**config.mk**
```make
export PLATFORM = sky130hd
export DESIGN_NAME = bwmb_bridge
export DESIGN_NICKNAME = d
export VERILOG_FILES = /design/src/design/bwmb_pkg.sv /design/src/design/bwmb_word_reg.sv /design/src/design/bwmb_bridge.sv
export SDC_FILE = /design/constraint.sdc
export NUM_CORES = 1
export LEC_CHECK = 0
export ABC_AREA = 1
export BUFFER_PORTS_ARGS = -buffer_cell sky130_fd_sc_hd__buf_2
export CORE_UTILIZATION = 36
export DETAILED_ROUTE_END_ITERATION = 10
export GPL_TIMING_DRIVEN = 0
export PLACE_DENSITY = 0.57
export SETUP_SLACK_MARGIN = 0.5
export SLEW_MARGIN = 20
export SYNTH_ARGS = -nofsm -noshare
export SYNTH_HDL_FRONTEND = slang
export SYNTH_SLANG_ARGS = --single-unit
```
**constraint.sdc**
```tcl
create_clock -name clk_sys -period 1.7 [get_ports clk_sys]
set_input_delay 0.085 -clock clk_sys [delete_from_list [all_inputs] [get_ports clk_sys]]
set_output_delay 0.085 -clock clk_sys [all_outputs]
set_load 0.01 [all_outputs]
```
**src/design/bwmb_pkg.sv**
```systemverilog
// package for the byte-to-word mailbox bridge: widths, timing, states
// assumes one 40 MHz system clock shared by all users
`default_nettype none
package bwmb_pkg;
	localparam int BWMB_BYTE_W = 8;
	localparam int BWMB_WORD_W = 16;
	localparam int BWMB_CLK_MHZ = 40;
	// processor read timeout in microseconds, and its cycle count
	localparam int BWMB_TIMEOUT_US = 200;
	localparam int BWMB_TIMEOUT_CYC = BWMB_TIMEOUT_US * BWMB_CLK_MHZ;
	localparam int BWMB_CNT_W = 16;
	localparam logic [0:0] BWMB_SEL_LO = 1'h0;
	localparam logic [0:0] BWMB_SEL_HI = 1'h1;
	typedef enum logic [1:0] {
		BWMB_TX_IDLE = 2'h0,
		BWMB_TX_LOW = 2'h1,
		BWMB_TX_FULL = 2'h3
	} bwmb_tx_e;
endpackage
`default_nettype wire

```
**src/design/bwmb_word_reg.sv**
```systemverilog
// one 16-bit holding word written as a whole or one byte at a time
// assumes writers on the system clock
`default_nettype none
module bwmb_word_reg
	import bwmb_pkg::*;
(
	// clock and reset
	input wire logic clk_sys,
	input wire logic arst_n,
	// write side
	input wire logic wr_lo,
	input wire logic wr_hi,
	input wire logic [BWMB_BYTE_W-1:0] wr_byte,
	input wire logic wr_word,
	input wire logic [BWMB_WORD_W-1:0] wr_data,
	// stored word
	output logic [BWMB_WORD_W-1:0] word_q
);
	logic [BWMB_WORD_W-1:0] word_reg;
	logic [BWMB_WORD_W-1:0] word_next;

	assign word_next = wr_word ? wr_data :
		{wr_hi ? wr_byte : word_reg[15:8], wr_lo ? wr_byte : word_reg[7:0]};

	always_ff @(posedge clk_sys or negedge arst_n)
	begin
		if (!arst_n)
			word_reg <= 16'h0000;
		else
			word_reg <= word_next;
	end

	assign word_q = word_reg;
endmodule // bwmb_word_reg
`default_nettype wire

```
**src/design/bwmb_bridge.sv**
```systemverilog
// byte-to-word mailbox bridge between an 8-bit controller bus and a
// 16-bit modulator processor port; both parties on clk_sys
`default_nettype none
// How it works
// the bridge joins an 8-bit controller bus to a 16-bit processor port and carries whole words.
// the controller moves each word as a low byte access and a high byte access.
// two data-available flags are driven out and seen by both parties.
// a controller-bound flag rises once the processor has deposited a word.
// a processor-bound flag stands while a controller word awaits the processor.
// a word left unread by the processor raises a processor communications fault.
// the processor exchanges all commands and status through its 16-bit port.
// flags set after the whole word is written, clear on the full read, fault after a timeout.
module bwmb_bridge
	import bwmb_pkg::*;
#(
	parameter int TIMEOUT_CYC = BWMB_TIMEOUT_CYC
)
(
	// clock and reset
	input wire logic clk_sys,
	input wire logic arst_n,
	// controller byte bus
	input wire logic mcu_wr,
	input wire logic mcu_rd,
	input wire logic mcu_sel,
	input wire logic [BWMB_BYTE_W-1:0] mcu_wdata,
	output logic [BWMB_BYTE_W-1:0] mcu_rdata,
	// processor word port
	input wire logic proc_wr,
	input wire logic proc_rd,
	input wire logic [BWMB_WORD_W-1:0] proc_wdata,
	output logic [BWMB_WORD_W-1:0] proc_rdata,
	// status seen by both sides
	output logic avail_to_mcu,
	output logic avail_to_proc,
	output logic proc_comm_fault,
	input wire logic fault_clr
);
	bwmb_tx_e tx_reg;
	bwmb_tx_e tx_next;
	logic up_full_reg;
	logic [1:0] up_rd_reg;
	logic fault_reg;
	logic [BWMB_CNT_W-1:0] wait_reg;
	logic [BWMB_WORD_W-1:0] down_word;
	logic [BWMB_WORD_W-1:0] up_word;
	logic [BWMB_BYTE_W-1:0] mcu_rdata_reg;
	logic [BWMB_WORD_W-1:0] proc_rdata_reg;

	// one select compare shared by all four strobes
	function automatic logic strobe_on(input logic strobe, input logic sel, input logic [0:0] want);
		return strobe && (sel == want);
	endfunction

	// decode of controller strobes
	wire mcu_wr_lo = strobe_on(mcu_wr, mcu_sel, BWMB_SEL_LO);
	wire mcu_wr_hi = strobe_on(mcu_wr, mcu_sel, BWMB_SEL_HI);
	wire mcu_rd_lo = strobe_on(mcu_rd, mcu_sel, BWMB_SEL_LO);
	wire mcu_rd_hi = strobe_on(mcu_rd, mcu_sel, BWMB_SEL_HI);
	wire down_full = (tx_reg == BWMB_TX_FULL);
	wire proc_take = proc_rd && down_full;
	wire proc_put = proc_wr && !up_full_reg;
	wire up_done = up_full_reg && (up_rd_reg == 2'h3);
	wire timed_out = down_full && (wait_reg == BWMB_CNT_W'(TIMEOUT_CYC - 1));

	// controller to processor word, byte at a time
	bwmb_word_reg u_down
	(
		.clk_sys(clk_sys),
		.arst_n(arst_n),
		.wr_lo(mcu_wr_lo && !down_full),
		.wr_hi(mcu_wr_hi && !down_full),
		.wr_byte(mcu_wdata),
		.wr_word(1'b0),
		.wr_data(16'h0000),
		.word_q(down_word)
	);

	// processor to controller word, whole
	bwmb_word_reg u_up
	(
		.clk_sys(clk_sys),
		.arst_n(arst_n),
		.wr_lo(1'b0),
		.wr_hi(1'b0),
		.wr_byte(8'h00),
		.wr_word(proc_put),
		.wr_data(proc_wdata),
		.word_q(up_word)
	);

	// low byte then high byte; high first restarts nothing, both needed
	always_comb
	begin
		tx_next = tx_reg;
		case (tx_reg)
			BWMB_TX_IDLE:
				if (mcu_wr_lo)
					tx_next = BWMB_TX_LOW;
			BWMB_TX_LOW:
				if (mcu_wr_hi)
					tx_next = BWMB_TX_FULL;
			BWMB_TX_FULL:
				if (proc_rd)
					tx_next = BWMB_TX_IDLE;
			default:
				tx_next = BWMB_TX_IDLE;
		endcase
	end

	always_ff @(posedge clk_sys or negedge arst_n)
	begin
		if (!arst_n)
			tx_reg <= BWMB_TX_IDLE;
		else
			tx_reg <= tx_next;
	end

	// up flag: set on processor write, clear once both bytes read
	always_ff @(posedge clk_sys or negedge arst_n)
	begin
		if (!arst_n)
		begin
			up_full_reg <= 1'b0;
			up_rd_reg <= 2'h0;
		end
		else if (proc_put)
		begin
			up_full_reg <= 1'b1;
			up_rd_reg <= 2'h0;
		end
		else if (up_done)
		begin
			up_full_reg <= 1'b0;
			up_rd_reg <= 2'h0;
		end
		else if (up_full_reg)
			up_rd_reg <= up_rd_reg | {mcu_rd_hi, mcu_rd_lo};
	end

	// timeout counter runs only while a word waits for the processor
	always_ff @(posedge clk_sys or negedge arst_n)
	begin
		if (!arst_n)
			wait_reg <= '0;
		else if (!down_full || proc_take || timed_out)
			wait_reg <= '0;
		else
			wait_reg <= wait_reg + 1'b1;
	end

	// fault is sticky; a new timeout wins over the clear
	always_ff @(posedge clk_sys or negedge arst_n)
	begin
		if (!arst_n)
			fault_reg <= 1'b0;
		else if (timed_out)
			fault_reg <= 1'b1;
		else if (fault_clr)
			fault_reg <= 1'b0;
	end

	// registered read data
	always_ff @(posedge clk_sys or negedge arst_n)
	begin
		if (!arst_n)
		begin
			mcu_rdata_reg <= 8'h00;
			proc_rdata_reg <= 16'h0000;
		end
		else
		begin
			if (mcu_rd)
				mcu_rdata_reg <= mcu_rd_hi ? up_word[15:8] : up_word[7:0];
			if (proc_take)
				proc_rdata_reg <= down_word;
		end
	end

	assign mcu_rdata = mcu_rdata_reg;
	assign proc_rdata = proc_rdata_reg;
	assign avail_to_mcu = up_full_reg;
	assign avail_to_proc = down_full;
	assign proc_comm_fault = fault_reg;
endmodule // bwmb_bridge
`default_nettype wire

```
Word level (Yosys, flattened, before mapping)
Cells that the tools add are included.
Storage, ports and cells
  output and inout port bits: 27
  flip-flop bits (word level): 78
  input port bits: 32
Operators by class
  reductions and logical operators: 19
  eq/ne operators: 7
  $add $sub $neg: 1
  bitwise gates (word level): 2
  multiplexer cells: 13
Operators by type and width (number)
  16-bit by 1-bit adder with 16-bit output, second input constant: 1
  16-bit by 13-bit equality test with 1-bit output, second input constant: 1
  16-bit two-way mux: 1
  2-bit two-way mux: 6
  1-bit logical AND: 10
  8-bit two-way mux: 1
  2-bit != test, second input constant: 3
  2-bit case mux with 3 select lines: 1
  2-bit equality test, second input constant: 2
  1-bit two-way mux: 4
  2-bit nonzero test: 2
  3-bit AND reduction: 1
  3-bit nonzero test: 1
  2-bit by 1-bit equality test with 1-bit output, second input constant: 1
  1-bit zero test: 2
  2-bit zero test: 1
  1-bit logical OR: 2
  2-bit bitwise OR: 1
  1-bit NOT: 1

Depth between registers and ports, before layout
Gate-level depths: netlist of the first run.
  depth after elaboration: 6
  depth in mapped cells: 8

By module
A second synthesis of the first run with hierarchy kept.
Second synthesis, totals
  cell total of the unflattened synthesis: 403
  area, all modules: 3718.6 um2
Modules (own cells, without submodules)
  bwmb_bridge: instances 1, area an instance 2174.6 um2, sequential area each 1151.1 um2, cells each 227
  bwmb_word_reg: instances 2, area an instance 772.0 um2, sequential area each 400.4 um2, cells each 88

Least setup slack after synthesis of the first run
No wires, ideal clock.
  kind: register to register
  start: reg wait_reg[0]
  end: reg wait_reg[5]
  stages on the path, launching flop included: 8
  arrival time: 1219 ps
  slack: 361 ps
  data required time: 1579 ps
  period minus slack after synthesis: 1339 ps
  buffers on the path: 1
  library setup time: 121 ps
  path through: dfrtp_1 > ha_1 > nand3_2 > nor3_2 > nand3_2 > nand2_4 > buf_12 > nor2_2
Between the ends
  word-level cells in the longest chain between the ends: 4
  elaborated cells between the ends (all ways): 5
  classes of those cells: add/sub: 1; eq/ne: 1; mux: 1; reduce/logical: 2
Ends and longest elaborated chain
  from (decl): line bwmb_bridge.sv:44  | logic [BWMB_CNT_W-1:0] wait_reg;
  from (signal assigned): line bwmb_bridge.sv:149  | wait_reg <= wait_reg + 1'b1;
  parallel branches: the longest is 3 deep, another holds 16-bit by 1-bit adder with 16-bit output
  16-bit two-way mux (*): line bwmb_bridge.sv:146  | else if (!down_full || proc_take || timed_out)
Every way passes the cells marked *.
A chain may end at the register's enable or synchronous reset.

Worst setup path in the final report of the first run
  start: reg wait_reg[0]
  end: reg wait_reg[4]
Same word-level chain as after synthesis.

==> results of run 1 <==
-- per-layer routing --
layer / global-route usage / vias up / wire length, µm
li1: - / 1315 / -
met5: 0 / - / 0
met3: 0.04287 / 11 / 285
met1: 0.2109 / 1267 / 3521
met2: 0.2612 / 46 / 3694
met4: 0.06561 / 0 / 106
-- what timing repair did --
action	4_1_cts	5_1_grt
setup endpoints to repair	50	52
pin swaps	6	5
endpoints found under the hold margin	56	0
resized for setup	16	50
setup buffers	21	10
hold buffers	25	0
cloned	1	3
-- power groups by stage --
stage               Clock (mW)  Combinational, mW  Sequential (mW)
CTS                       1.37               1.73             2.77
finish                    1.33               1.91             2.79
global placement             0               1.46             2.80
global route              1.45               2.09             2.87
detailed placement           0               1.49             2.81
floorplan                    0              0.847             2.89
-- layout make-up --
type / count / area share
buffer: 5 / 0.01748
clock buffer: 11 / 0.03110
clock inverter: 5 / 0.008481
inverter: 31 / 0.02390
multi-input combinational: 211 / 0.2930
sequential: 78 / 0.4012
tap: 111 / 0.02853
timing repair buffer: 119 / 0.1964
-- placed cells by master (no fill, tap or decap), types with 12 or more instances in the layout --
master | synthesis | routed
mux2_2 | 22 | 18
buf_4 | 0 | 21
dlygate4sd3_1 | 0 | 25
mux2_4 | 10 | 14
nor2_1 | 21 | 15
nor2_2 | 12 | 17
nand3_1 | 22 | 19
inv_1 | 29 | 29
dfrtp_1 | 78 | 77
o21ai_1 | 0 | 12
buf_2 | 3 | 57
nand2_1 | 73 | 67
-- metrics by stage --
stage | power [mW] | instance area, µm²
6_report | 6.036 | 4868
5_1_grt | 6.406 | 4868
4_1_cts | 5.872 | 4588
3_5_place_dp | 4.307 | 3897
3_3_place_gp | 4.262 | 3867
2_1_floorplan | 3.740 | 3438
-- final timing paths --
check | cells after the start | from | slack [ps] | to
worst min-delay path | 3 | mcu_wdata[4] | -3 | u_down.word_q[4]
worst max-delay path | 7 | wait_reg[0] | 370 | wait_reg[4]
worst max register to register | 7 | wait_reg[0] | 370 | wait_reg[4]
max in group asynchronous | 3 | arst_n | 910 | u_up.word_q[7]
min in group asynchronous | 2 | arst_n | 210 | wait_reg[11]
worst min register to register | 2 | u_up.word_q[7] | 480 | mcu_rdata[7]
-- worst max-delay path, cell delays in order (launching register included) --
cell     delay [ps]
dfrtp_1         400
ha_4            170
nand3_4         100
nor3_4          140
nand3_2         120
nand2_4         110
buf_12          140
nor2_2           40
-- cells by family after synthesis --
group,count (synthesis)
buf+inv,36
flops,78
compound gates,27
mux,32
simple gates,145
fa+ha+maj,1
xor+xnor,6
==> impl_metrics.toml, run 1 <==
[layout]
fin_util = 0.5294
nets = 488
multi_input_area_mm2 = 0.001426
syn2layout_area_growth_pct = 43.05
seq_area_mm2 = 0.001953
antennaDiodeCount = 0
nFillCells = 819
final_cell_count_no_fill = 571
drive_gt1_frac = 0.4217

[yosys]
synth_fa_ha_area_frac = 0.003676
synth-simple-area-share = 0.1993
synth_area_leader_cell = "dfrtp_1"
synthCells = 325
syn_avg_cell_area_um2 = 10.47
synthDominantCellAreaShare = 0.5735
synth.area.top_cells = "dfrtp_1 (57%), nand2_1 (8.1%), mux2_2 (7.3%)"
synth-warning-count = 0
synthesis.area_mm2 = 0.003403
synth_top_family_by_area = "simple AND/OR/NAND/NOR gates"
syn-num-nets = 358
synth_ff_type = "dfrtp_1"
synth-compound-area-share = 0.04338
synth.most_common_cell = "dfrtp_1"
ys_types = 28
synth-xor-area-share = 0.01544
async_reset_ff_frac = 1.000
synth_mux_area_frac = 0.1169
ys_top_cells_by_count = "dfrtp_1 (78), nand2_1 (73), inv_1 (29), mux2_2 (22), nand3_1 (22)"
ys_seq_area_frac = 0.5735
synth_seq_cells = 78
synth_edf_count = 0

[sta]
setup_ws_ps = 373.5
max_freq_mhz = 753.8
fin_worst_skew_ps = 9.839
setup_tns_ps = 0
whs_ps = -2.776
worst_pin_slew_ps = 444.6
slew_violations = 0
period_needed_ps = 1327
rsz0062_at_grt = "yes"
hold_violations = 1
setup_viol = 0
max-slew-margin-rel = 0.7033
fin_crit_sh = 0.7803

[power_and_ir_drop]
pwr-share-comb = 0.317
seqPwrFrac = 0.462
peakVddDrop_mv = 0.7452
p_per_area_mw_per_mm2 = 1240
internal_power_mw = 4.193
cellLeakagePower_nw = 2.366
netSwitchingPower_mw = 1.843
swShare = 0.3053
clock_power_share = 0.221

[worst_setup_path]
cp.arrival_ps = 1560
path_class = "reg2reg"
required_ps = 1940
end_kind = "register"
critPathMaxFanout = 10
cp-start-kind = "register"

[clocking]
clk_pin_slew_worst_paths_ps = 80
numCtsBuffers = 9
clk_root_buffer_cell = "clkbuf_8"
clk_latency_ps = 350
tritoncts = "yes"
cts.sinks = 78
clockBufferDepth = 2
ctsHtreeMaxLevel = 3

[placement]
dp_cells = 495
gp_congestion = 0.7771
post-place-ws_ps = 288.6
dp_hpwl_um = 4681
portBuffers = 58

[drt]
totalWireLength_um = 7608
ant_nets = 0
drt_iter0_drc = 112
wl_per_cell_um = 13.32
viasPerCell = 4.622
drtPass1Iterations = 6
drc = 0
vias = 2639

[status]
outcome = "complete, but fails checks"
violations = "hold timing"

[global_route]
grt_pass1_wl_um = 12440
grt_pass1_vias = 2600
grt.total_usage = 0.1630
gr-total-overflow = 0
grt_max_degree = 50
grt_antenna_before_repair = 0

[die]
die-area_mm2 = 0.009847
io_pins = 59
die_w_um = 99.23
core_mm2 = 0.009196
initial_utilization = 0.3701
rows = 35
dieHeight_um = 99.23

[worst_hold_path]
hp-class = "in2reg"

[flow_run]
maxCapViolCount = 0
Power figures use the tool's default switching activity.
==> run 2, diff against run 1 <==
Settings changed: ABC_AREA 1 to 0, PLACE_DENSITY 0.57 to 0.58.
Clock period 1.7 ns to 1.3 ns, I/O delays scaled along.
==> impl_metrics.toml, run 2 <==
[layout]
most-common-layout-cells = "dfrtp_1 (75), buf_2 (55), mux2_4 (49)"
mostFrequentLayoutCell = "dfrtp_1"
fin_util = 0.5779
syn2layout_area_growth_pct = 55.22
fin_area_mm2 = 0.005040
nets = 422
antennaDiodeCount = 0
drive_gt1_frac = 0.5508

[drt]
vias = 2390
viasPerCell = 4.761
drc = 0
wl_per_cell_um = 14.71
drtPass1Iterations = 4
totalWireLength_um = 7384
drt_iter0_drc = 45
ant_nets = 0

[status]
violations = "hold timing, setup timing"
outcome = "complete, but fails checks"

[sta]
setup_viol = 34
slew_violations = 0
max-slew-margin-rel = 0.6571
setup_ws_ps = -146.9
rsz0062_at_grt = "yes"
period_needed_ps = 1447
hold_violations = 39
fin_worst_skew_ps = 11.09
worst_pin_slew_ps = 514.4
whs_ps = -319.4
max_freq_mhz = 691.1
fin_crit_sh = 1.113

[clocking]
cts_hold_buffers = 25
cts.sinks = 78
clockBufferDepth = 2
clk_pin_slew_worst_paths_ps = 80
clk_root_buffer_cell = "clkbuf_8"
numCtsBuffers = 9
clk_latency_ps = 350
ctsHtreeMaxLevel = 3
tritoncts = "yes"

[worst_setup_path]
r2r-start = "wait_reg[0]"
reg2regPathDepth = 7
cp.arrival_ps = 1680
end_kind = "register"
path_class = "reg2reg"
cp-start-kind = "register"
required_ps = 1530
critPathMaxFanout = 5
reg2reg_slack_ps = -150
r2r-end = "wait_reg[7]"

[yosys]
synth_seq_cells = 78
async_reset_ff_frac = 1.000
ys_seq_area_frac = 0.6012
ys_types = 30
synth-warning-count = 0
synth_edf_count = 0
synth.most_common_cell = "dfrtp_1"
synth.area.top_cells = "dfrtp_1 (60%), mux2_2 (17%), nor2_1 (3.2%)"
synth_area_leader_cell = "dfrtp_1"
syn_avg_cell_area_um2 = 13.15
ys_top_cells_by_count = "dfrtp_1 (78), mux2_2 (49), nor2_1 (28), mux2i_1 (10), a21oi_1 (9)"
syn-num-nets = 280
synthesis.area_mm2 = 0.003247
synthCells = 247
synth_ff_type = "dfrtp_1"
synthDominantCellAreaShare = 0.6012

[global_route]
grt_max_degree = 41
grt_pass1_vias = 2566
gr-total-overflow = 0
grt_antenna_before_repair = 0
grt_pass1_wl_um = 12450
grt.total_usage = 0.1667

[worst_hold_path]
hp-class = "in2async"

[die]
io_pins = 59
dieHeight_um = 96.97
rows = 34
die-area_mm2 = 0.009403
die_w_um = 96.97
initial_utilization = 0.3723
core_mm2 = 0.008721

[power_and_ir_drop]
cellLeakagePower_nw = 2.363
finalPower_mw = 8.607
peakVddDrop_mv = 0.9220
p_per_area_mw_per_mm2 = 1708

[flow_run]
maxCapViolCount = 0

[placement]
dp_hpwl_um = 4249
gp_congestion = 0.7492
placed_area_mm2 = 0.003852
post-place-ws_ps = -325.1
portBuffers = 57
run 2: what timing repair did:
item                                    in CTS  in global routing
endpoints found under the setup margin      95                 99
endpoints found under the hold margin       72                 39
cloned                                       3                  0
buffers inserted                            34                 11
gates resized for setup                     52                 32
pin swaps                                    8                 12
run 2: worst max path at each step:
stage / start / end / depth (start not counted) / slack [ps]
2_1_floorplan: wait_reg[0] / wait_reg[9] / 7 / -140
3_3_place_gp: arst_n / avail_to_mcu / 1 / -570
3_5_place_dp: wait_reg[0] / wait_reg[7] / 7 / -330
4_1_cts: wait_reg[0] / wait_reg[13] / 7 / -150
5_1_grt: wait_reg[0] / wait_reg[9] / 7 / -210
6_report: wait_reg[0] / wait_reg[7] / 7 / -150
run 2: per-layer routing:
metal / global-route usage / wire (µm)
met5: 0 / 0
met4: 0.06085 / 93
met3: 0.03613 / 228
met2: 0.2703 / 3594
met1: 0.2195 / 3467
run 2: power by group:
part	total, mW	internal (mW)	switching [mW]
sequential	3.66	3.21	0.448
clock	1.63	0.702	0.926
combinational	3.32	2.19	1.13
total	8.61	6.11	2.50
run 2: layout make-up:
class / count / area [µm²]
clock inverter: 6 / 47.55
clock buffer: 10 / 127.6
fill: 675 / 3681
buffer: 11 / 122.6
sequential: 78 / 1956
inverter: 5 / 23.77
tap: 108 / 135.1
multi-input combinational: 153 / 1533
timing repair buffer: 131 / 1095
run 2: through the flow:
step           hold WS (ps)  TNS, ps  cells
3_3_place_gp          295.9   -39970    412
6_report             -319.4    -2474    502
2_1_floorplan        -230.6    -1475    247
5_1_grt              -270.4    -4465    502
4_1_cts              -306.4    -2780    491
3_5_place_dp          83.43    -6757    413
run 2: worst max-delay path, cell delays in order (launching register included):
cell,delay (ps)
dfrtp_1,360
ha_2,170
and4_1,180
buf_6,110
nand4_4,80
o21ai_4,220
buf_6,170
nor2_2,40
run 2: cells by family (layout without fill, tap and decap cells):
group,after synthesis,in the layout,share of synthesized area
fa+ha+maj,1,1,0.003853
buf+inv,16,163,0.02543
simple gates,64,64,0.1010
mux,59,59,0.2008
xor+xnor,14,14,0.03777
compound gates,15,15,0.03006
flops,78,78,0.6012
